File: src/itwd_pkg.sv
// constants, register map and field layout of the interval timer with watchdog
// assumes an apb slave at 32-bit words, one clock at 50 mhz
//
// How it works
// - fourteen stage divider, sub or system clock
// - tick feeds prescaler, sub clock, interrupt
// - tick synced, forced low in sleep
// - aux register holds mask and bypass bits
// - timer runs after power-on with no setup
// - control write with restart bit restarts timer
// - write without restart bit only updates interval
// - restart ignored while watchdog locked
// - interval code picks divide ratio two..16384
// - managed sub clock is input divided by 16
// - three bit watchdog counter, overflow resets system
// - reading clear register zeroes watchdog counter
// - unlocked mode switchable, locked mode sticky
// - lock bit zero enables, locks, ignores stop
// - stop bit one stops, zero runs watchdog
// - watchdog delay divider 512..131072 by code
// - mask one disables irq; source one selects sub
package itwd_pkg;

    // ****************************************
    // register indices, one aligned word each
    // ****************************************
    localparam int ITWD_IDX_INTERVAL = 8;
    localparam int ITWD_IDX_AUX      = 9;
    localparam int ITWD_IDX_WDCTRL   = 10;
    localparam int ITWD_IDX_WDCLEAR  = 11;
    localparam int ITWD_IDX_STATUS   = 12;
    localparam int ITWD_IDX_MODE     = 13;

    // ****************************************
    // register byte addresses, four times the index
    // ****************************************
    localparam logic [11:0] ITWD_ADDR_INTERVAL = 12'(ITWD_IDX_INTERVAL * 4);
    localparam logic [11:0] ITWD_ADDR_AUX      = 12'(ITWD_IDX_AUX * 4);
    localparam logic [11:0] ITWD_ADDR_WDCTRL   = 12'(ITWD_IDX_WDCTRL * 4);
    localparam logic [11:0] ITWD_ADDR_WDCLEAR  = 12'(ITWD_IDX_WDCLEAR * 4);
    localparam logic [11:0] ITWD_ADDR_STATUS   = 12'(ITWD_IDX_STATUS * 4);
    localparam logic [11:0] ITWD_ADDR_MODE     = 12'(ITWD_IDX_MODE * 4);

    // ****************************************
    // field positions
    // ****************************************
    localparam int ITWD_RESTART_BIT = 3;
    localparam int ITWD_BYPASS_BIT  = 2;
    localparam int ITWD_SOURCE_BIT  = 1;
    localparam int ITWD_MASK_BIT    = 0;
    localparam int ITWD_LOCK_BIT    = 3;
    localparam int ITWD_STOP_BIT    = 2;

    // ****************************************
    // reset values and sizes
    // ****************************************
    localparam logic [3:0] ITWD_INTERVAL_RST = 4'hf;
    localparam logic [2:0] ITWD_AUX_RST      = 3'h7;
    localparam logic [3:0] ITWD_WDCTRL_RST   = 4'hc;
    localparam int         ITWD_STAGES       = 14;
    localparam int         ITWD_SUBDIV       = 16;
    localparam logic [3:0] ITWD_SUBDIV_LAST  = 4'(ITWD_SUBDIV - 1);
    localparam logic [2:0] ITWD_WDCNT_LAST   = 3'h7;

endpackage

File: src/itwd_divider.sv
// fourteen stage divider chain with selectable tap
// assumes stepEn is a one-cycle enable at the chosen input clock rate
module itwd_divider (
    // clock and reset
    input  wire logic        clk,
    input  wire logic        rst_n,
    // control
    input  wire logic        stepEn,
    input  wire logic        clearEn,
    input  wire logic [2:0]  sel,
    input  wire logic [1:0]  wdSel,
    // taps
    output logic             tickEn,
    output logic             wdTapEn
);
    import itwd_pkg::*;

    logic [ITWD_STAGES-1:0] chain_q;
    logic [ITWD_STAGES-1:0] nextChain;
    logic [ITWD_STAGES-1:0] carry;

    // stage index whose carry marks one full divide period
    function automatic int tapOf(input logic [2:0] s);
        case (s)
            3'h0: tapOf = 0;
            3'h1: tapOf = 1;
            3'h2: tapOf = 2;
            3'h3: tapOf = 3;
            3'h4: tapOf = 4;
            3'h5: tapOf = 7;
            3'h6: tapOf = 10;
            default: tapOf = 13;
        endcase
    endfunction

    // stage index for the watchdog tap, one eighth of the reset delay
    function automatic int wdTapOf(input logic [1:0] s);
        case (s)
            2'h0: wdTapOf = 5;
            2'h1: wdTapOf = 7;
            2'h2: wdTapOf = 10;
            default: wdTapOf = 13;
        endcase
    endfunction

    // a stage falling is its carry out, so a restart waits a whole period
    assign nextChain = chain_q + 14'h0001;
    assign carry = chain_q & ~nextChain;

    // counting chain; restart zeros all stages
    always_ff @(posedge clk) begin
        if (!rst_n || clearEn) begin
            chain_q <= '0;
        end else if (stepEn) begin
            chain_q <= nextChain;
        end
    end

    // tap pulse for interval and watchdog; watchdog counts 8, so tap = total/8
    always_comb begin
        tickEn  = stepEn && !clearEn && carry[tapOf(sel)];
        wdTapEn = stepEn && !clearEn && carry[wdTapOf(wdSel)];
    end
endmodule

File: src/itwd_top.sv
// interval timer with watchdog, apb register slave
// assumes a 32-bit apb master; sub clock and sleep are synchronous inputs
//
// Added by the designer: the APB register port.
module itwd_top (
    // clock and reset
    input  wire logic        clk,
    input  wire logic        rst_n,
    // apb slave
    input  wire logic        psel,
    input  wire logic        penable,
    input  wire logic        pwrite,
    input  wire logic [11:0] paddr,
    input  wire logic [31:0] pwdata,
    output logic [31:0]      prdata,
    output logic             pready,
    output logic             pslverr,
    // clock sources
    input  wire logic        subClockIn,
    input  wire logic        sleepOscStop,
    // timer outputs
    output logic             tickOutput,
    output logic             subClockOut,
    output logic             prescalerEn,
    output logic             tickIrq,
    // watchdog
    output logic             watchdogReset
);
    import itwd_pkg::*;

    // ****************************************
    // registers and state
    // ****************************************
    logic [3:0] interval_q;
    logic [2:0] aux_q;
    logic [3:0] wdCtrl_q;
    logic [2:0] wdCnt_q;
    logic [3:0] mgrDiv_q;
    logic       subPrev_q;
    logic       managed_q;
    logic       restart_q;
    logic       tickPrev_q;
    logic       tickFlag_q;

    logic       setupRd;
    logic       setupWr;
    logic       subEdge;
    logic       subStep;
    logic       stepEn;
    logic       tickEn;
    logic       wdTapEn;
    logic       wdLocked;
    logic       wdRun;
    logic       hit;

    // ****************************************
    // apb decode
    // ****************************************
    always_comb begin
        setupWr = psel && penable && pwrite;
        setupRd = psel && penable && !pwrite;
        case (paddr)
            ITWD_ADDR_INTERVAL, ITWD_ADDR_AUX, ITWD_ADDR_WDCTRL,
            ITWD_ADDR_WDCLEAR, ITWD_ADDR_STATUS, ITWD_ADDR_MODE: hit = 1'b1;
            default: hit = 1'b0;
        endcase
    end

    // single-cycle access phase with registered answer
    always_ff @(posedge clk) begin
        if (!rst_n) begin
            pready  <= 1'b0;
            pslverr <= 1'b0;
            prdata  <= 32'h0;
        end else begin
            pready  <= psel && !penable;
            pslverr <= psel && !penable && !hit;
            prdata  <= 32'h0;
            if (psel && !penable && !pwrite) begin
                case (paddr)
                    ITWD_ADDR_INTERVAL: prdata <= {28'h0, interval_q};
                    ITWD_ADDR_AUX:      prdata <= {29'h0, aux_q};
                    ITWD_ADDR_WDCTRL:   prdata <= {28'h0, wdCtrl_q};
                    ITWD_ADDR_STATUS:   prdata <= {27'h0, tickFlag_q, 1'b0, wdCnt_q};
                    ITWD_ADDR_MODE:     prdata <= {31'h0, managed_q};
                    default:            prdata <= 32'h0;
                endcase
            end
        end
    end

    wire accWr = setupWr && pready;
    wire accRd = setupRd && pready;

    // ****************************************
    // control registers
    // ****************************************
    // interval control, resets to all ones; timer running from reset
    always_ff @(posedge clk) begin
        if (!rst_n) begin
            interval_q <= ITWD_INTERVAL_RST;
        end else if (accWr && paddr == ITWD_ADDR_INTERVAL) begin
            interval_q <= pwdata[3:0];
        end
    end

    // restart request, blocked while watchdog locked
    always_ff @(posedge clk) begin
        if (!rst_n) begin
            restart_q <= 1'b0;
        end else begin
            restart_q <= accWr && paddr == ITWD_ADDR_INTERVAL
                         && pwdata[ITWD_RESTART_BIT] && !wdLocked;
        end
    end

    // aux register: bypass, source select, irq mask
    always_ff @(posedge clk) begin
        if (!rst_n) begin
            aux_q <= ITWD_AUX_RST;
        end else if (accWr && paddr == ITWD_ADDR_AUX) begin
            aux_q <= pwdata[2:0];
        end
    end

    // sub clock mode: one when sub clock comes from the clock manager
    always_ff @(posedge clk) begin
        if (!rst_n) begin
            managed_q <= 1'b0;
        end else if (accWr && paddr == ITWD_ADDR_MODE) begin
            managed_q <= pwdata[0];
        end
    end

    // watchdog control; lock bit once cleared stays until reset
    always_ff @(posedge clk) begin
        if (!rst_n) begin
            wdCtrl_q <= ITWD_WDCTRL_RST;
        end else if (accWr && paddr == ITWD_ADDR_WDCTRL) begin
            wdCtrl_q[1:0]           <= pwdata[1:0];
            wdCtrl_q[ITWD_LOCK_BIT] <= wdCtrl_q[ITWD_LOCK_BIT] & pwdata[ITWD_LOCK_BIT];
            if (!wdLocked) begin
                wdCtrl_q[ITWD_STOP_BIT] <= pwdata[ITWD_STOP_BIT];
            end
        end
    end

    assign wdLocked = !wdCtrl_q[ITWD_LOCK_BIT];
    // software must start it; running when locked or not stopped
    assign wdRun = wdLocked || !wdCtrl_q[ITWD_STOP_BIT];

    // ****************************************
    // input clock selection
    // ****************************************
    // sub clock edge detect and optional divide by 16
    always_ff @(posedge clk) begin
        if (!rst_n) begin
            subPrev_q <= 1'b0;
            mgrDiv_q  <= 4'h0;
        end else begin
            subPrev_q <= subClockIn;
            if (subEdge) begin
                mgrDiv_q <= mgrDiv_q + 4'h1;
            end
        end
    end

    assign subEdge = subClockIn && !subPrev_q;
    assign subStep = managed_q ? (subEdge && mgrDiv_q == ITWD_SUBDIV_LAST) : subEdge;
    assign stepEn  = aux_q[ITWD_SOURCE_BIT] ? subStep : 1'b1;

    itwd_divider u_div (
        .clk     (clk),
        .rst_n   (rst_n),
        .stepEn  (stepEn),
        .clearEn (restart_q),
        .sel     (interval_q[2:0]),
        .wdSel   (wdCtrl_q[1:0]),
        .tickEn  (tickEn),
        .wdTapEn (wdTapEn)
    );

    // ****************************************
    // tick outputs
    // ****************************************
    // synchronous tick outputs; tick held low in sleep
    always_ff @(posedge clk) begin
        if (!rst_n) begin
            tickOutput  <= 1'b0;
            subClockOut <= 1'b0;
            prescalerEn <= 1'b0;
            tickPrev_q  <= 1'b0;
        end else begin
            tickPrev_q  <= tickEn;
            prescalerEn <= tickEn;
            tickOutput  <= !sleepOscStop && (aux_q[ITWD_BYPASS_BIT] ? tickEn : subStep);
            subClockOut <= aux_q[ITWD_BYPASS_BIT] ? tickEn : subStep;
        end
    end

    // interrupt pulse and sticky status; set wins over read clear
    always_ff @(posedge clk) begin
        if (!rst_n) begin
            tickIrq    <= 1'b0;
            tickFlag_q <= 1'b0;
        end else begin
            tickIrq <= tickEn && !aux_q[ITWD_MASK_BIT];
            if (tickEn) begin
                tickFlag_q <= 1'b1;
            end else if (accRd && paddr == ITWD_ADDR_STATUS) begin
                tickFlag_q <= 1'b0;
            end
        end
    end

    // ****************************************
    // watchdog
    // ****************************************
    // counter cleared by reading clear register, reset pulse on overflow
    always_ff @(posedge clk) begin
        if (!rst_n) begin
            wdCnt_q       <= 3'h0;
            watchdogReset <= 1'b0;
        end else begin
            watchdogReset <= 1'b0;
            if (accRd && paddr == ITWD_ADDR_WDCLEAR) begin
                wdCnt_q <= 3'h0;
            end else if (wdRun && wdTapEn) begin
                wdCnt_q <= wdCnt_q + 3'h1;
                if (wdCnt_q == ITWD_WDCNT_LAST) begin
                    watchdogReset <= 1'b1;
                end
            end
        end
    end
endmodule

File: config.mk
export PLATFORM = sky130hd
export DESIGN_NAME = itwd_top
export DESIGN_NICKNAME = d
export VERILOG_FILES = /design/src/itwd_pkg.sv /design/src/itwd_divider.sv /design/src/itwd_top.sv
export SDC_FILE = /design/constraint.sdc
export NUM_CORES = 1
export LEC_CHECK = 0
export ABC_AREA = 1
export ABC_CLOCK_PERIOD_IN_PS = 2250
export CAP_MARGIN = 25
export CORE_MARGIN = 1.5
export CORE_UTILIZATION = 55
export DETAILED_ROUTE_END_ITERATION = 16
export DONT_BUFFER_PORTS = 1
export MAX_ROUTING_LAYER = met4
export PLACE_DENSITY = 0.73
export SLEW_MARGIN = 5
export SYNTH_ARGS = -nofsm -noshare
export SYNTH_HDL_FRONTEND = slang
export SYNTH_HIERARCHICAL = 1
export SYNTH_SLANG_ARGS = --single-unit
File: constraint.sdc
create_clock -name clk -period 2.25 [get_ports clk]
set_input_delay 0.45 -clock clk [delete_from_list [all_inputs] [get_ports clk]]
set_output_delay 0.45 -clock clk [all_outputs]
set_load 0.01 [all_outputs]
==> metrics.md <==
| Metric | Value |
|---|---|
| Initial core utilization | 58.4% |
| First-pass GRT wire length | 8520 µm |
| Outcome | finished clean |
| Tightest Hold Check Type | in2reg |
| Slowest CP cell | dfxtp_1 |
| Fin crit share | 88.9% |
| Setup Total Neg Slack | 0 ns |
| Area contributors post-synth | dfxtp_1, nand2_1, ha_1, buf_4, nor2_1 |
| Area delta synth->final | 2.39% |
| Gr ovfl total | 0 |
| Dpl ws | 0.142 ns |
| Synth Area in Simple Gates | between 30 and 40% |
| Worst R2R Setup Slack | approximately 0.25 ns |
| Synth Instances | 388 |
| H-tree depth | 2 |
| Hold Startpoint | rst_n |
| Critical path class | reg2reg |
| Placer congestion estimate | 0.809 |
| Dominant cell type by area after synthesis | dfxtp_1 |
| CP Max Fanout | 5 |
| Worst r2r path cells | 15 |
| Largest stage delay on the critical path | 0.38 ns |
| Dpl cell area | 2800 µm² |
| WHS Path Cells | 1 |
| Register bit total from synthesis | 48 |
| Die Y | 74.8 µm |
| Synth Area in XOR/XNOR | less than 1% |
| Post-synthesis sequential area ratio | about 34% |
| Die X | 74.8 µm |
| Root Buffer | clkbuf_8 |
| Worst IR Drop VDD | 379 µV |
| CTS tree | built |
| Hold EP | wdCtrl_q[3] |
| Routed len/inst | 11.1 µm |
| Share of the synthesized area in the top cell type | 33.9% |
| R2R Path End | wdCnt_q[0] |
| RSZ-0062 raised after global routing | false |
| Worst r2r src | u_div/chain_q[0] |
| Min Clock Period, post-route | ~2 ns |
| Worst hold margin | roughly 0.21 ns |
| # DRC | 0 |
| Fillers | 464 |
| Maximum Capacitance Violations | 0 |
| Worst Setup Slack, final | around 0.25 ns |
| Worst setup EP type | register |
| Crit. Startpoint | u_div/chain_q[0] |
| Syn_area_per_cell | 7.30 µm² |
| Std-Cell Rows | 25 |
| I/O Buffers | 0 |
| Hold Fails Final Rpt | 0 |
| CTS buffer count | 5 |
| Ant diodes | 0 |
| Final setup fails | 0 |
| I/O pins | 90 |
| Leak | 1.44 nW |
| Synthesized area | 2830 µm² |
| Netlist cell types | 32 |
| Vias/cell | 4.86 |
| Clock Skew | 0.00829 ns |
| Complex-gate fraction of the synthesized area | 8.57% |
| Syn. warnings | 6 |
| Final instance area | 2900 µm² |
| Core box area | 4850 µm² |
| Post-synthesis mux area share | 0% |
| Crit path launch type | register |
| Longest Clk Path Bufs | 2 |
| Crit path cell chain | ha_2 > nand3_2 > inv_1 > nand3_1 > inv_1 > ha_1 > nand2_1 > nor2_1 > nor2_1 > nand2_1 > nand2_1 > nor2_4 > nand2_1 > nand2_1 > a21oi_1 |
| Clock slew at reported path FFs | roughly 0.09 ns |
| First-pass detailed-route iteration total | 4 |
| Clock Sinks | 48 |
| Total GRT Usage | 20.4% |
| Total Power | 1.46 mW |
| Max-slew violation count | 0 |
| Setup Buffers After CTS | 0 |
| Initial antenna violation count | 0 |
| DRT Wirelength | just over 5000 µm |
| Pin count of the biggest net entering global routing | 24 |
| Fmax achieved | 0.500 GHz |
| Power Dens Cells | a little over 500 nW/µm² |
| Drt initial violations | 130 |
| Crit path arrival time | approximately 2.2 ns |
| Detail Route Antenna Nets | 0 |
| Largest family of logic cells by synthesized area | simple AND/OR/NAND/NOR gates |
| Worst path most repeated cell | nand2_1 |
| Die Area | 5590 µm² |
| Clk_lat worst skew | 0.30 ns |
| DP HPWL | 3840 µm |
| Adder-cell share of the synthesized area | 8.40% |
| Vias | 2231 |
| Layout cells sized above 1 | 13.5% |
| Vias in the first global route | ~1900 |
| CP required | 2.44 ns |
| Nets | roughly 460 |
[metal layers]
| metal | share of wire (%) | vias to the layer above | GRT usage (%) |
|---|---|---|---|
| li1 | - | 1177 | - |
| met1 | 48 | 993 | 28.0 |
| met2 | 46 | 54 | 29.6 |
| met3 | 4.5 | 7 | 4.42 |
| met4 | 1.5 | 0 | 7.68 |
| met5 | 0 | - | - |
[registers in the layout (all words and copies together), names as in the netlist]
name / flops
prescalerEn: 1
interval_q: 4
wdCtrl_q: 4
prdata: 5
tickIrq: 1
pready: 1
aux_q: 3
subClockOut: 1
restart_q: 1
tickFlag_q: 1
pslverr: 1
subPrev_q: 1
tickOutput: 1
wdCnt_q: 3
mgrDiv_q: 4
u_div/chain_q: 14
watchdogReset: 1
managed_q: 1
[area by class of cell]
cell class | instances | area (µm²) | area share (%)
multi-input cells | 286 | 1570 | 54.3
flip-flops and latches | 48 | 961 | 33.1
inverters | 48 | 181 | 6.26
well taps | 67 | 83.8 | 2.89
clock buffers | 6 | 72.6 | 2.50
repair buffers | 3 | 22.5 | 0.777
clock inverters | 1 | 5.00 | 0.173
[how the worst max path moves through the flow]
stage / to / slack [ns] / cells past startpoint
3_3_place_gp: wdCnt_q[0] / 0.17 / 15
3_5_place_dp: wdCnt_q[1] / 0.14 / 15
4_1_cts: wdCnt_q[0] / 0.09 / 15
5_1_grt: tickOutput / 0.03 / 15
6_report: wdCnt_q[0] / 0.25 / 15
2_1_floorplan: wdCnt_q[0] / 0.42 / 15
[cell families (layout without fill, tap and decap cells)]
logic type	count (synthesis)	count (layout)
fa+ha+maj	19	19
simple gates	200	200
other cells	1	27
flops	48	48
xor+xnor	1	1
compound gates	39	39
buf+inv	80	58
[worst max-delay path: cells and delay by family, from the launching register on]
kind | cells | cell delay [ns]
adders and majority gates | 2 | 0.40
and+or+nand+nor | 10 | 0.89
DFF | 1 | 0.38
buffers and inverters | 2 | 0.16
AOI/OAI and AO/OA | 1 | 0.06
[synthesized netlist by cell type, drive strengths merged]
cell type   n
clkinv      1
nor2       65
a21oi      19
clkbuf      2
conb        1
and3        1
o21ai      15
inv        47
nand3      39
xnor2       1
a211oi      4
or2         1
dfxtp      48
nor3        2
nand2      89
ha         19
buf        30
o211ai      1
nand4       3
[metrics by stage]
stage	utilization, %	cells
after global placement	57.8	452
after global routing	59.8	459
after floorplan	-	414
final	59.8	459
after detailed placement	57.8	452
after CTS	59.4	459
[placed cells by master, fill, tap and decap left out]
cell type	count
o21ai_0	8
o211ai_1	1
nor2_8	2
clkbuf_1	1
nand3_1	36
clkbuf_8	5
a211oi_2	4
dfxtp_1	48
or2_0	1
conb_1	27
nand4_4	1
nand2_4	4
nor2_1	49
nor2_4	4
nor3_1	1
nand4_1	2
nand2_2	5
ha_2	1
nor2_2	10
nand2_1	80
inv_2	4
o21ai_1	3
buf_4	3
nand3_2	3
and3_1	1
inv_1	43
nor3_2	1
a21oi_1	19
xnor2_1	1
ha_1	18
clkinv_2	2
o21ai_2	4
[power breakdown]
part | internal (mW) | leakage, nW | switching, mW
sequential | 0.862 | 0.389 | 0.0110
clock | 0.212 | 0.0410 | 0.271
combinational | 0.0306 | 1.01 | 0.0778
[repair_timing]
item / CTS / global route
setup endpoints to repair: 0 / 6
gates resized for setup: 0 / 6
hold buffers: 0 / 0
(Power assumes the default switching activity.)
